## config.mk

```make
export PLATFORM = sky130hd
export DESIGN_NAME = msc_top
export DESIGN_NICKNAME = d
export VERILOG_FILES = /design/src/verilog/msc_pkg.sv /design/src/verilog/msc_fault_cell.sv /design/src/verilog/msc_top.sv
export VERILOG_INCLUDE_DIRS = /design/src /design/src/verilog
export SDC_FILE = /design/constraint.sdc
export NUM_CORES = 1
export LEC_CHECK = 0
export BUFFER_PORTS_ARGS = -buffer_cell sky130_fd_sc_hd__clkbuf_2
export CORE_MARGIN = 2
export CORE_UTILIZATION = 40
export CTS_BUF_LIST = sky130_fd_sc_hd__clkbuf_4 sky130_fd_sc_hd__clkbuf_8 sky130_fd_sc_hd__clkbuf_16
export CTS_CLUSTER_DIAMETER = 60
export DETAILED_ROUTE_END_ITERATION = 8
export HOLD_SLACK_MARGIN = 0.1
export MAX_ROUTING_LAYER = met4
export SLEW_MARGIN = 15
export SYNTH_ARGS = -nofsm -noshare
export SYNTH_HDL_FRONTEND = slang
export SYNTH_SLANG_ARGS = --single-unit
```

## constraint.sdc

```tcl
create_clock -name i_clk -period 3.5 [get_ports i_clk]
set_clock_uncertainty 0.2 [all_clocks]
set_input_delay 0.875 -clock i_clk [delete_from_list [all_inputs] [get_ports i_clk]]
set_output_delay 0.875 -clock i_clk [all_outputs]
set_load 0.01 [all_outputs]
```

## src/verilog/msc_map.svh

```systemverilog
// Register offsets, field positions, reset values and timing counts
`ifndef MSC_MAP_SVH
`define MSC_MAP_SVH

// Register offsets
`define MSC_ADDR_SUPPLY_MON      6'h0c
`define MSC_ADDR_SHUNT_AMP       6'h0d

// Reset values
`define MSC_RST_SUPPLY_MON       8'h14
`define MSC_RST_SHUNT_AMP        8'h01

// Supply monitor control field positions
`define MSC_UV_RESP_BIT          7
`define MSC_OV_RESP_HI           6
`define MSC_OV_RESP_LO           5
`define MSC_OV_FILT_HI           4
`define MSC_OV_FILT_LO           3
`define MSC_OV_THR_BIT           2
`define MSC_PUMP_RESP_BIT        1
`define MSC_PUMP_THR_BIT         0

// Shunt amplifier control field positions
`define MSC_SH_EN_BIT            7
`define MSC_BLK_SRC_BIT          6
`define MSC_BLK_DUR_HI           5
`define MSC_BLK_DUR_LO           3
`define MSC_REF_DIV_BIT          2
`define MSC_GAIN_HI              1
`define MSC_GAIN_LO              0

// Clock rate and overvoltage filter times
`define MSC_CLK_MHZ              50
`define MSC_OV_FILT0_US          1
`define MSC_OV_FILT1_US          2
`define MSC_OV_FILT2_US          4
`define MSC_OV_FILT3_US          8
`define MSC_OV_FILT0_CYC         (`MSC_OV_FILT0_US * `MSC_CLK_MHZ)
`define MSC_OV_FILT1_CYC         (`MSC_OV_FILT1_US * `MSC_CLK_MHZ)
`define MSC_OV_FILT2_CYC         (`MSC_OV_FILT2_US * `MSC_CLK_MHZ)
`define MSC_OV_FILT3_CYC         (`MSC_OV_FILT3_US * `MSC_CLK_MHZ)
`define MSC_OV_CNT_W             9

// Gain figures in V/V
`define MSC_GAIN0_VV             7'h0a
`define MSC_GAIN1_VV             7'h14
`define MSC_GAIN2_VV             7'h28
`define MSC_GAIN3_VV             7'h50

`endif

```

## src/verilog/msc_pkg.sv

```systemverilog
// Types shared by the monitor and shunt amplifier configuration block
package msc_pkg;

  typedef enum logic [1:0] {
    MSC_OV_LATCHED,
    MSC_OV_AUTO,
    MSC_OV_WARN_ONLY,
    MSC_OV_DISABLED
  } msc_ov_resp_t;

  typedef struct packed {
    logic         supply_undervolt_response;
    msc_ov_resp_t supply_overvolt_response;
    logic [1:0]   supply_overvolt_filter_time;
    logic         supply_overvolt_threshold_sel;
    logic         pump_undervolt_response;
    logic         pump_undervolt_threshold_sel;
  } msc_mon_cfg_t;

  typedef struct packed {
    logic       amp_sample_hold_enable;
    logic       amp_blanking_source;
    logic [2:0] amp_blanking_duration;
    logic       amp_reference_divider;
    logic [1:0] amp_gain_select;
  } msc_amp_cfg_t;

  typedef struct packed {
    logic supply_undervolt;
    logic supply_overvolt;
    logic pump_undervolt;
  } msc_cond_t;

endpackage

```

## src/verilog/msc_fault_cell.sv

```systemverilog
// One monitor fault flag with latched or automatic recovery
module msc_fault_cell (
  input  wire logic i_clk,
  input  wire logic i_rst,
  input  wire logic i_cond,
  input  wire logic i_enable,
  input  wire logic i_auto,
  input  wire logic i_clear,
  output logic      o_flag
);

  // Set wins over clear so an event in the clear cycle is kept
  always_ff @(posedge i_clk or posedge i_rst) begin
    if (i_rst) begin
      o_flag <= 1'b0;
    end else if (!i_enable) begin
      o_flag <= 1'b0;
    end else if (i_cond) begin
      o_flag <= 1'b1;
    end else if (i_auto) begin
      o_flag <= 1'b0;
    end else if (i_clear) begin
      o_flag <= 1'b0;
    end
  end

endmodule

```

## src/verilog/msc_top.sv

```systemverilog
// Monitor and shunt amplifier configuration registers with fault flags
`include "msc_map.svh"

module msc_top #(
  parameter int ADDR_W = 6
) (
  input  wire logic                  i_clk,
  input  wire logic                  i_rst,
  input  wire logic                  i_reg_wr,
  input  wire logic [ADDR_W-1:0]     i_reg_addr,
  input  wire logic [7:0]            i_reg_wdata,
  output logic      [7:0]            o_reg_rdata,
  input  wire msc_pkg::msc_cond_t    i_cond,
  input  wire logic                  i_fault_clear,
  output msc_pkg::msc_mon_cfg_t      o_mon_cfg,
  output msc_pkg::msc_amp_cfg_t      o_amp_cfg,
  output logic      [3:0]            o_amp_blanking_eighths,
  output logic      [6:0]            o_amp_gain_vv,
  output logic                       o_supply_undervolt_fault,
  output logic                       o_supply_overvolt_fault,
  output logic                       o_supply_overvolt_warning,
  output logic                       o_pump_undervolt_fault
);

  localparam logic [ADDR_W-1:0] MON_ADDR = ADDR_W'(`MSC_ADDR_SUPPLY_MON);
  localparam logic [ADDR_W-1:0] AMP_ADDR = ADDR_W'(`MSC_ADDR_SHUNT_AMP);
  localparam logic [8:0] FILT0 = 9'(`MSC_OV_FILT0_CYC);
  localparam logic [8:0] FILT1 = 9'(`MSC_OV_FILT1_CYC);
  localparam logic [8:0] FILT2 = 9'(`MSC_OV_FILT2_CYC);
  localparam logic [8:0] FILT3 = 9'(`MSC_OV_FILT3_CYC);
  localparam logic [7:0] MON_RST = `MSC_RST_SUPPLY_MON;
  localparam logic [7:0] AMP_RST = `MSC_RST_SHUNT_AMP;

  logic [7:0]                   supply_monitor_control;
  logic [7:0]                   shunt_amplifier_control;
  logic [7:0]                   next_rdata;
  logic [3:0]                   next_blanking;
  logic [6:0]                   next_gain;
  logic [`MSC_OV_CNT_W-1:0]     ov_count;
  logic [`MSC_OV_CNT_W-1:0]     ov_limit;
  logic                         ov_filtered;
  logic                         ov_fault_en;
  logic                         ov_warn_en;
  msc_pkg::msc_ov_resp_t        ov_resp;
  logic [7:0]                   next_mon;
  logic [7:0]                   next_amp;
  logic                         cfg_uv_resp;
  msc_pkg::msc_ov_resp_t        cfg_ov_resp;
  logic [1:0]                   cfg_ov_filt;
  logic                         cfg_ov_thr;
  logic                         cfg_pump_resp;
  logic                         cfg_pump_thr;
  logic                         cfg_sh_en;
  logic                         cfg_blk_src;
  logic [2:0]                   cfg_blk_dur;
  logic                         cfg_ref_div;
  logic [1:0]                   cfg_gain;

  // Monitor control register; writes take effect on the next edge
  always_ff @(posedge i_clk or posedge i_rst) begin
    if (i_rst) begin
      supply_monitor_control <= `MSC_RST_SUPPLY_MON;
    end else if (i_reg_wr && i_reg_addr == MON_ADDR) begin
      supply_monitor_control <= i_reg_wdata;
    end
  end

  // Amplifier control register
  always_ff @(posedge i_clk or posedge i_rst) begin
    if (i_rst) begin
      shunt_amplifier_control <= `MSC_RST_SHUNT_AMP;
    end else if (i_reg_wr && i_reg_addr == AMP_ADDR) begin
      shunt_amplifier_control <= i_reg_wdata;
    end
  end

  // Read mux; unmapped addresses read zero, reads change nothing
  always_comb begin
    next_rdata = 8'h00;
    if (i_reg_addr == MON_ADDR) begin
      next_rdata = supply_monitor_control;
    end else if (i_reg_addr == AMP_ADDR) begin
      next_rdata = shunt_amplifier_control;
    end
  end

  // Registered read data, one cycle behind the address
  always_ff @(posedge i_clk or posedge i_rst) begin
    if (i_rst) begin
      o_reg_rdata <= 8'h00;
    end else begin
      o_reg_rdata <= next_rdata;
    end
  end

  // Supply undervoltage response; one flop per field keeps resets apart
  always_ff @(posedge i_clk or posedge i_rst) begin
    if (i_rst) begin
      cfg_uv_resp <= MON_RST[`MSC_UV_RESP_BIT];
    end else begin
      cfg_uv_resp <= next_mon[`MSC_UV_RESP_BIT];
    end
  end

  // Supply overvoltage response mode
  always_ff @(posedge i_clk or posedge i_rst) begin
    if (i_rst) begin
      cfg_ov_resp <= msc_pkg::msc_ov_resp_t'(
        MON_RST[`MSC_OV_RESP_HI:`MSC_OV_RESP_LO]);
    end else begin
      cfg_ov_resp <= msc_pkg::msc_ov_resp_t'(
        next_mon[`MSC_OV_RESP_HI:`MSC_OV_RESP_LO]);
    end
  end

  // Overvoltage filter time code
  always_ff @(posedge i_clk or posedge i_rst) begin
    if (i_rst) begin
      cfg_ov_filt <= MON_RST[`MSC_OV_FILT_HI:`MSC_OV_FILT_LO];
    end else begin
      cfg_ov_filt <= next_mon[`MSC_OV_FILT_HI:`MSC_OV_FILT_LO];
    end
  end

  // Overvoltage threshold select for the analog comparator
  always_ff @(posedge i_clk or posedge i_rst) begin
    if (i_rst) begin
      cfg_ov_thr <= MON_RST[`MSC_OV_THR_BIT];
    end else begin
      cfg_ov_thr <= next_mon[`MSC_OV_THR_BIT];
    end
  end

  // Charge pump undervoltage response
  always_ff @(posedge i_clk or posedge i_rst) begin
    if (i_rst) begin
      cfg_pump_resp <= MON_RST[`MSC_PUMP_RESP_BIT];
    end else begin
      cfg_pump_resp <= next_mon[`MSC_PUMP_RESP_BIT];
    end
  end

  // Charge pump undervoltage threshold select
  always_ff @(posedge i_clk or posedge i_rst) begin
    if (i_rst) begin
      cfg_pump_thr <= MON_RST[`MSC_PUMP_THR_BIT];
    end else begin
      cfg_pump_thr <= next_mon[`MSC_PUMP_THR_BIT];
    end
  end

  // Monitor bundle; same bit order as the register
  assign o_mon_cfg = '{cfg_uv_resp, cfg_ov_resp, cfg_ov_filt, cfg_ov_thr,
                       cfg_pump_resp, cfg_pump_thr};

  // Value each control register holds after this edge, so settings follow
  // a write in the same cycle as the register itself
  always_comb begin
    next_mon = supply_monitor_control;
    next_amp = shunt_amplifier_control;
    if (i_reg_wr && i_reg_addr == MON_ADDR) begin
      next_mon = i_reg_wdata;
    end
    if (i_reg_wr && i_reg_addr == AMP_ADDR) begin
      next_amp = i_reg_wdata;
    end
  end

  // Amplifier sample-and-hold enable
  always_ff @(posedge i_clk or posedge i_rst) begin
    if (i_rst) begin
      cfg_sh_en <= AMP_RST[`MSC_SH_EN_BIT];
    end else begin
      cfg_sh_en <= next_amp[`MSC_SH_EN_BIT];
    end
  end

  // Half-bridge whose switching starts blanking
  always_ff @(posedge i_clk or posedge i_rst) begin
    if (i_rst) begin
      cfg_blk_src <= AMP_RST[`MSC_BLK_SRC_BIT];
    end else begin
      cfg_blk_src <= next_amp[`MSC_BLK_SRC_BIT];
    end
  end

  // Blanking duration code
  always_ff @(posedge i_clk or posedge i_rst) begin
    if (i_rst) begin
      cfg_blk_dur <= AMP_RST[`MSC_BLK_DUR_HI:`MSC_BLK_DUR_LO];
    end else begin
      cfg_blk_dur <= next_amp[`MSC_BLK_DUR_HI:`MSC_BLK_DUR_LO];
    end
  end

  // Reference divider select
  always_ff @(posedge i_clk or posedge i_rst) begin
    if (i_rst) begin
      cfg_ref_div <= AMP_RST[`MSC_REF_DIV_BIT];
    end else begin
      cfg_ref_div <= next_amp[`MSC_REF_DIV_BIT];
    end
  end

  // Gain code
  always_ff @(posedge i_clk or posedge i_rst) begin
    if (i_rst) begin
      cfg_gain <= AMP_RST[`MSC_GAIN_HI:`MSC_GAIN_LO];
    end else begin
      cfg_gain <= next_amp[`MSC_GAIN_HI:`MSC_GAIN_LO];
    end
  end

  // Amplifier bundle; same bit order as the register
  assign o_amp_cfg = '{cfg_sh_en, cfg_blk_src, cfg_blk_dur, cfg_ref_div,
                       cfg_gain};

  // Blanking in eighths of gate drive time: code 0 is off, else code+1
  always_comb begin
    next_blanking = 4'h0;
    if (next_amp[`MSC_BLK_DUR_HI:`MSC_BLK_DUR_LO] != 3'h0) begin
      next_blanking =
        {1'b0, next_amp[`MSC_BLK_DUR_HI:`MSC_BLK_DUR_LO]} + 4'h1;
    end
  end

  // Gain code to V/V figure
  always_comb begin
    unique case (next_amp[`MSC_GAIN_HI:`MSC_GAIN_LO])
      2'h0: next_gain = `MSC_GAIN0_VV;
      2'h1: next_gain = `MSC_GAIN1_VV;
      2'h2: next_gain = `MSC_GAIN2_VV;
      2'h3: next_gain = `MSC_GAIN3_VV;
    endcase
  end

  // Decoded amplifier figures, registered so outputs come from flops
  always_ff @(posedge i_clk or posedge i_rst) begin
    if (i_rst) begin
      o_amp_blanking_eighths <= 4'h0;
      o_amp_gain_vv          <= `MSC_GAIN1_VV;
    end else begin
      o_amp_blanking_eighths <= next_blanking;
      o_amp_gain_vv          <= next_gain;
    end
  end

  // Filter length from the live register field
  always_comb begin
    unique case (supply_monitor_control[`MSC_OV_FILT_HI:`MSC_OV_FILT_LO])
      2'h0: ov_limit = FILT0;
      2'h1: ov_limit = FILT1;
      2'h2: ov_limit = FILT2;
      2'h3: ov_limit = FILT3;
    endcase
  end

  // Overvoltage must persist for the whole filter time; any drop restarts
  // the count, so short glitches never reach the fault flag
  always_ff @(posedge i_clk or posedge i_rst) begin
    if (i_rst) begin
      ov_count    <= '0;
      ov_filtered <= 1'b0;
    end else if (!i_cond.supply_overvolt) begin
      ov_count    <= '0;
      ov_filtered <= 1'b0;
    end else if (ov_count >= ov_limit - 9'h001) begin
      ov_filtered <= 1'b1;
    end else begin
      ov_count <= ov_count + 9'h001;
    end
  end

  // Response mode selects fault or warning path for overvoltage
  assign ov_resp = msc_pkg::msc_ov_resp_t'(
    supply_monitor_control[`MSC_OV_RESP_HI:`MSC_OV_RESP_LO]);
  assign ov_fault_en = (ov_resp == msc_pkg::MSC_OV_LATCHED) ||
                       (ov_resp == msc_pkg::MSC_OV_AUTO);
  assign ov_warn_en  = (ov_resp == msc_pkg::MSC_OV_WARN_ONLY);

  // Supply undervoltage flag
  msc_fault_cell u_supply_uv (
    .i_clk    (i_clk),
    .i_rst    (i_rst),
    .i_cond   (i_cond.supply_undervolt),
    .i_enable (1'b1),
    .i_auto   (supply_monitor_control[`MSC_UV_RESP_BIT]),
    .i_clear  (i_fault_clear),
    .o_flag   (o_supply_undervolt_fault)
  );

  // Supply overvoltage fault, latched or auto, off otherwise
  msc_fault_cell u_supply_ov (
    .i_clk    (i_clk),
    .i_rst    (i_rst),
    .i_cond   (ov_filtered),
    .i_enable (ov_fault_en),
    .i_auto   (ov_resp == msc_pkg::MSC_OV_AUTO),
    .i_clear  (i_fault_clear),
    .o_flag   (o_supply_overvolt_fault)
  );

  // Warning only: follows the filtered condition, never shuts down
  msc_fault_cell u_supply_ov_warn (
    .i_clk    (i_clk),
    .i_rst    (i_rst),
    .i_cond   (ov_filtered),
    .i_enable (ov_warn_en),
    .i_auto   (1'b1),
    .i_clear  (i_fault_clear),
    .o_flag   (o_supply_overvolt_warning)
  );

  // Charge pump undervoltage flag
  msc_fault_cell u_pump_uv (
    .i_clk    (i_clk),
    .i_rst    (i_rst),
    .i_cond   (i_cond.pump_undervolt),
    .i_enable (1'b1),
    .i_auto   (supply_monitor_control[`MSC_PUMP_RESP_BIT]),
    .i_clear  (i_fault_clear),
    .o_flag   (o_pump_undervolt_fault)
  );

endmodule

```

# Word level (Yosys, flattened, before mapping)
# Index checks and enable logic that the tools add are counted.
[op_classes] magnitude_cmp=1 shift=0 n_bitwise=0 div_mod_pow=0 n_mux=21 mul=0 n_eq_ne=13 add_sub_neg=3 reduce_logical=9
[op_table] op="case mux 9 bit (4 select lines)" count=1
[op_table] op="two-way mux 8 bit" count=4
[op_table] op="case mux 7 bit (4 select lines)" count=1
[op_table] op="two-way mux 9 bit" count=2
[op_table] op="equality test 6 x 4 -> 1 bit, second input constant" count=2
[op_table] op="two-way mux 1 bit" count=12
[op_table] op="equality test 2 bit, second input constant" count=5
[op_table] op="adder 9 x 1 -> 9 bit, second input constant" count=1
[op_table] op=">= comparator 9 bit" count=1
[op_table] op="nonzero test 3 bit" count=3
[op_table] op="subtractor 9 x 1 -> 9 bit, second input constant" count=1
[op_table] op="equality test 2 x 1 -> 1 bit, second input constant" count=3
[op_table] op="logical NOT 2 bit" count=3
[op_table] op="adder 3 x 1 -> 4 bit, second input constant" count=1
[op_table] op="two-way mux 4 bit" count=1
[op_table] op="inequality test 4 bit, second input constant" count=1
[op_table] op="logical AND 1 bit" count=2
[op_table] op="inequality test 2 x 1 -> 1 bit, second input constant" count=1
[op_table] op="inequality test 2 bit, second input constant" count=1
[op_table] op="logical OR 1 bit" count=1
[word_totals] mem_bits_rw=0 mem_bits_ro=0 reg_bits=65 mem_count=0 latch_bits=0

# Logic depth before layout (Yosys ltp)
[depth] depth_word=6 depth_mapped=10

# Hierarchy
# From an unflattened synthesis, not the netlist that was laid out.
[unflattened] cells_unflattened=212 area_unflattened_um2=2362.3
[modules_own_cells] module="msc_top" n_inst=1 area_per_inst_um2=2167.1 cells_per_inst=192
[modules_own_cells] module="msc_fault_cell" n_inst=4 area_per_inst_um2=48.8 cells_per_inst=5

# Least setup slack after synthesis
# No wires, ideal clock.
[synth_path] path_kind="input to register" start="input i_reg_addr[3]" end="register o_amp_blanking_eighths[1]" setup_ps=136 path_buffers=0 stages=7 arrival_ps=2344 slack_ps=820 required_ps=3164 cell_sequence="nand2_1 > nor4b_4 > nand2_4 > mux2_4 > inv_1 > ha_1 > a21boi_0"
[synth_between] elab_chain_cells=5
[synth_rtl] item="start, declared" line="msc_top.sv:10" rtl="input wire logic [ADDR_W-1:0] i_reg_addr,"
[synth_rtl] item="equality test 6 x 4 -> 1 bit (*)" line="msc_top.sv:164" rtl="if (i_reg_wr && i_reg_addr == AMP_ADDR) begin"
[synth_rtl] item="logical AND 1 bit (*)" line="msc_top.sv:164"
[synth_rtl] item="two-way mux 8 bit (*)" line="msc_top.sv:164"
[synth_rtl] item="via next_amp[3]" line="msc_top.sv:46" rtl="logic [7:0] next_amp;"
[synth_rtl] item="adder 3 x 1 -> 4 bit or nonzero test 3 bit (tied branches)" line="msc_top.sv:223, msc_top.sv:221"
[synth_rtl] item="two-way mux 4 bit (*)" line="msc_top.sv:221" rtl="if (next_amp[`MSC_BLK_DUR_HI:`MSC_BLK_DUR_LO] != 3'h0) begin"
[synth_rtl] item="via next_blanking[1]" line="msc_top.sv:37" rtl="logic [3:0] next_blanking;"
[synth_rtl] item="end signal, assigned" line="msc_top.sv:243" rtl="o_amp_blanking_eighths <= next_blanking;"
[synth_rtl] item="end, declared" line="msc_top.sv:17" rtl="output logic [3:0] o_amp_blanking_eighths,"
# The timed path passes the listed nets; every way through them passes the cells marked *.
# A chain may end at the register's enable or synchronous reset.

# Worst setup path in the final report
[layout_path] start="register supply_monitor_control[4]" end="register ov_count[5]"
[layout_between] elab_chain_cells=5
[layout_rtl] item="start, declared" line="msc_top.sv:34" rtl="logic [7:0] supply_monitor_control;"
[layout_rtl] item="start signal, assigned" line="msc_top.sv:62" rtl="supply_monitor_control <= `MSC_RST_SUPPLY_MON;"
[layout_rtl] item="start signal, assigned" line="msc_top.sv:64" rtl="supply_monitor_control <= i_reg_wdata;"
[layout_rtl] item="equality test 2 bit, or another cell as far along" line="msc_top.sv:250" rtl="unique case (supply_monitor_control[`MSC_OV_FILT_HI:`MSC_OV_FILT_LO])"
[layout_rtl] item="case mux 9 bit (4 select lines) (*)" line="msc_top.sv:250"
[layout_rtl] item="subtractor 9 x 1 -> 9 bit (*)" line="msc_top.sv:267" rtl="end else if (ov_count >= ov_limit - 9'h001) begin"
[layout_rtl] item=">= comparator 9 bit (*)" line="msc_top.sv:267"
[layout_rtl] item="inequality test 2 bit (no source line) (*)"
[layout_rtl] item="end signal, assigned" line="msc_top.sv:270" rtl="ov_count <= ov_count + 9'h001;"
[layout_rtl] item="end, declared" line="msc_top.sv:39" rtl="logic [`MSC_OV_CNT_W-1:0] ov_count;"
# Mark *: on every way between the ends. The rest lies on a longest branch, timed or not. The select of a mux whose other input is x is not followed.

==> impl_metrics.env <==
export IMPL_outcome="finished clean"
export IMPL_numCtsBuffers=5
export IMPL_n_antenna_cell=0
export IMPL_worst_pin_slew_ns=0.954
export IMPL_worstPathMaxFanout=17
export IMPL_drcViolationCount=0
export IMPL_setup_violations_final=0
export IMPL_slew_violations=0
export IMPL_yosys_register_bits=47
export IMPL_place_gp_congestion=0.789
export IMPL_end_kind="flip-flop"
export IMPL_relSlewSlack=0.363
export IMPL_drt_first_pass_iters=4
export IMPL_antenna_left=0
export IMPL_cts_root_buf="clkbuf_8"
export IMPL_drive_gt1_frac=0.377
export IMPL_synth_area_um2=2290
export IMPL_cts_resized=0
export IMPL_path_clk_slew_ns=0.09
export IMPL_hold_violations=0
export IMPL_grt_max_degree=48
export IMPL_period_needed_ns=2.96
export IMPL_critical_path_arrival_ns=2.99
export IMPL_cts_setup_buffers=0
export IMPL_postSynthAreaPerCell_um2=11.9
export IMPL_die_y_um=79.6
export IMPL_cts_tree="done"
export IMPL_max_cap_viol_count=0
export IMPL_cp_start_kind="flip-flop"
export IMPL_hold_path_class="reg2reg"
export IMPL_fp_dieArea_um2=6340
export IMPL_leakagePower_nw=1.38
export IMPL_rows=27
export IMPL_power_density_nw_per_um2=441
export IMPL_ys_types=41
export IMPL_ios=60
export IMPL_nets=282
export IMPL_crit_type="reg2reg"
export IMPL_required_ns=3.53
export IMPL_cts_buffer_depth=2
export IMPL_initialDrtViolationCount=78
export IMPL_avgRoutedWirePerCell_um=14.0
export IMPL_ys_seq_area_frac=0.516
export IMPL_clock_sinks=47
export IMPL_start_util=0.416
export IMPL_grt_pass1_vias=1494
export IMPL_grt_overflow=0
export IMPL_h_tree_depth=2
export IMPL_max_freq_mhz=338
export IMPL_ys_warnings_count=0
export IMPL_syn_to_final_growth_pct=16.8
export IMPL_antenna_found_initial=0
export IMPL_die_w_um=79.6
export IMPL_ir_drop_v=0.000271
export IMPL_finalSetupTns_ns=0
export IMPL_final_cell_mix="58 x clkbuf_2, 43 x dfrtp_1, 15 x ha_1"
export IMPL_clk_insertion_delay_late_ns=0.31
export IMPL_syn_num_nets=228
export IMPL_grt_pass1_wl_um=7410
export IMPL_routed_via_density=4.87
export IMPL_vias=1553
export IMPL_fin_util=0.486
export IMPL_rsz0062_at_grt="false"
export IMPL_coreArea_um2=5510
export IMPL_numPortBuffers=58
export IMPL_final_common_cell="clkbuf_2"
export IMPL_hold_buffers=0
export IMPL_fin_crit_sh=0.846
export IMPL_grt_usage=0.156
export IMPL_routed_wl_um=4480
export IMPL_syn_instance_count=192
export IMPL_dp_hpwl_um=3200
## registers in the layout (all words and copies together), names as in the netlist, 2 cells and up
| register | cells |
|---|---|
| cfg_blk_dur | 2 |
| o_reg_rdata | 8 |
| o_amp_blanking_eighths | 4 |
| ov_count | 9 |
| supply_monitor_control | 5 |
| shunt_amplifier_control | 4 |
| o_amp_gain_vv | 6 |
## cells in the mapped netlist (all sizes together)
cell type	n	area (um^2)
a22o	8	70.1
xnor2	1	8.76
o21ai	8	40.0
conb	1	3.75
dfstp	4	105
o221ai	1	15.0
clkbuf	1	3.75
nor2b	1	6.26
a211o	2	17.5
mux2	11	128
o211ai	1	7.51
or4	4	30.0
a21o	3	22.5
or3	2	12.5
nand4	3	18.8
a21oi	6	33.8
ha	15	188
nand2	10	45.0
nand3	4	20.0
buf	12	95.1
nand2b	4	25.0
nand3b	2	15.0
nor4b	2	38.8
o31ai	6	45.0
inv	14	52.6
mux2i	5	57.6
o21a	1	7.51
dfrtp	43	1080
and2	2	12.5
and3b	1	8.76
nor2	7	26.3
a21boi	7	52.6
## layout make-up
type / count / area (um^2)
flip-flops and latches: 47 / 1180
fillers: 523 / 2830
clock buffers: 5 / 68.8
repair buffers: 60 / 305
inverters: 14 / 52.6
well taps: 72 / 90.1
clock inverters: 3 / 20.0
multi-input cells: 118 / 956
## power by group
group | internal, mW | switching (mW) | total (mW) | leakage (nW)
clock | 0.139 | 0.190 | 0.330 | 0.0402
combinational | 0.0968 | 0.117 | 0.214 | 0.732
sequential | 0.594 | 0.0423 | 0.636 | 0.611
total | 0.830 | 0.349 | 1.18 | 1.38
## per-layer routing
layer | up-vias | share of wire | wire (um) | GRT usage
met5 | - | 0 | 0 | -
met4 | 0 | 0.014 | 64 | 0.0517
met3 | 5 | 0.067 | 302 | 0.0452
met2 | 45 | 0.45 | 2000 | 0.222
met1 | 724 | 0.47 | 2120 | 0.215
li1 | 779 | - | - | -
## path summary, 6_finish.rpt
path	start	to	slack [ns]	cells after the start
max	supply_monitor_control[4]	ov_count[5]	0.54	9
min in group asynchronous	i_rst	ov_count[4]	0.56	2
max reg2reg	supply_monitor_control[4]	ov_count[5]	0.54	9
min reg2reg	u_supply_uv.o_flag	u_supply_uv.o_flag	0.29	1
min	u_supply_uv.o_flag	u_supply_uv.o_flag	0.29	1
max in group asynchronous	i_rst	ov_filtered	1.94	2
## stage by stage
stage	std cells	power, mW	setup WS, ns	hold slack (ns)	instance area, um^2
2_1_floorplan	192	0.787	0.820	0.277	2290
3_3_place_gp	311	0.862	0.576	0.262	2580
3_5_place_dp	311	0.866	0.540	0.277	2580
4_1_cts	319	1.20	0.512	0.298	2670
5_1_grt	319	1.26	0.279	0.326	2670
6_report	319	1.18	0.538	0.291	2670
## logic make-up after synthesis
kind of cell             synth area share
flip-flops                          0.516
XOR/XNOR                          0.00383
other                             0.00164
buffers and inverters              0.0661
adder cells (fa/ha/maj)            0.0820
multiplexers                       0.0809
AO/OA/AOI/OAI                       0.136
AND/OR/NAND/NOR                     0.113
## critical path: stages (launching register included)
cell and delay, ns:
dfstp_2 0.58, inv_1 0.11, ha_1 0.24, inv_1 0.07, ha_1 0.23, a211o_1 0.27
a21oi_2 0.13, o221ai_2 0.32, or4_1 0.59, a21boi_1 0.15
Note: power is estimated with default switching activity, not from simulation.
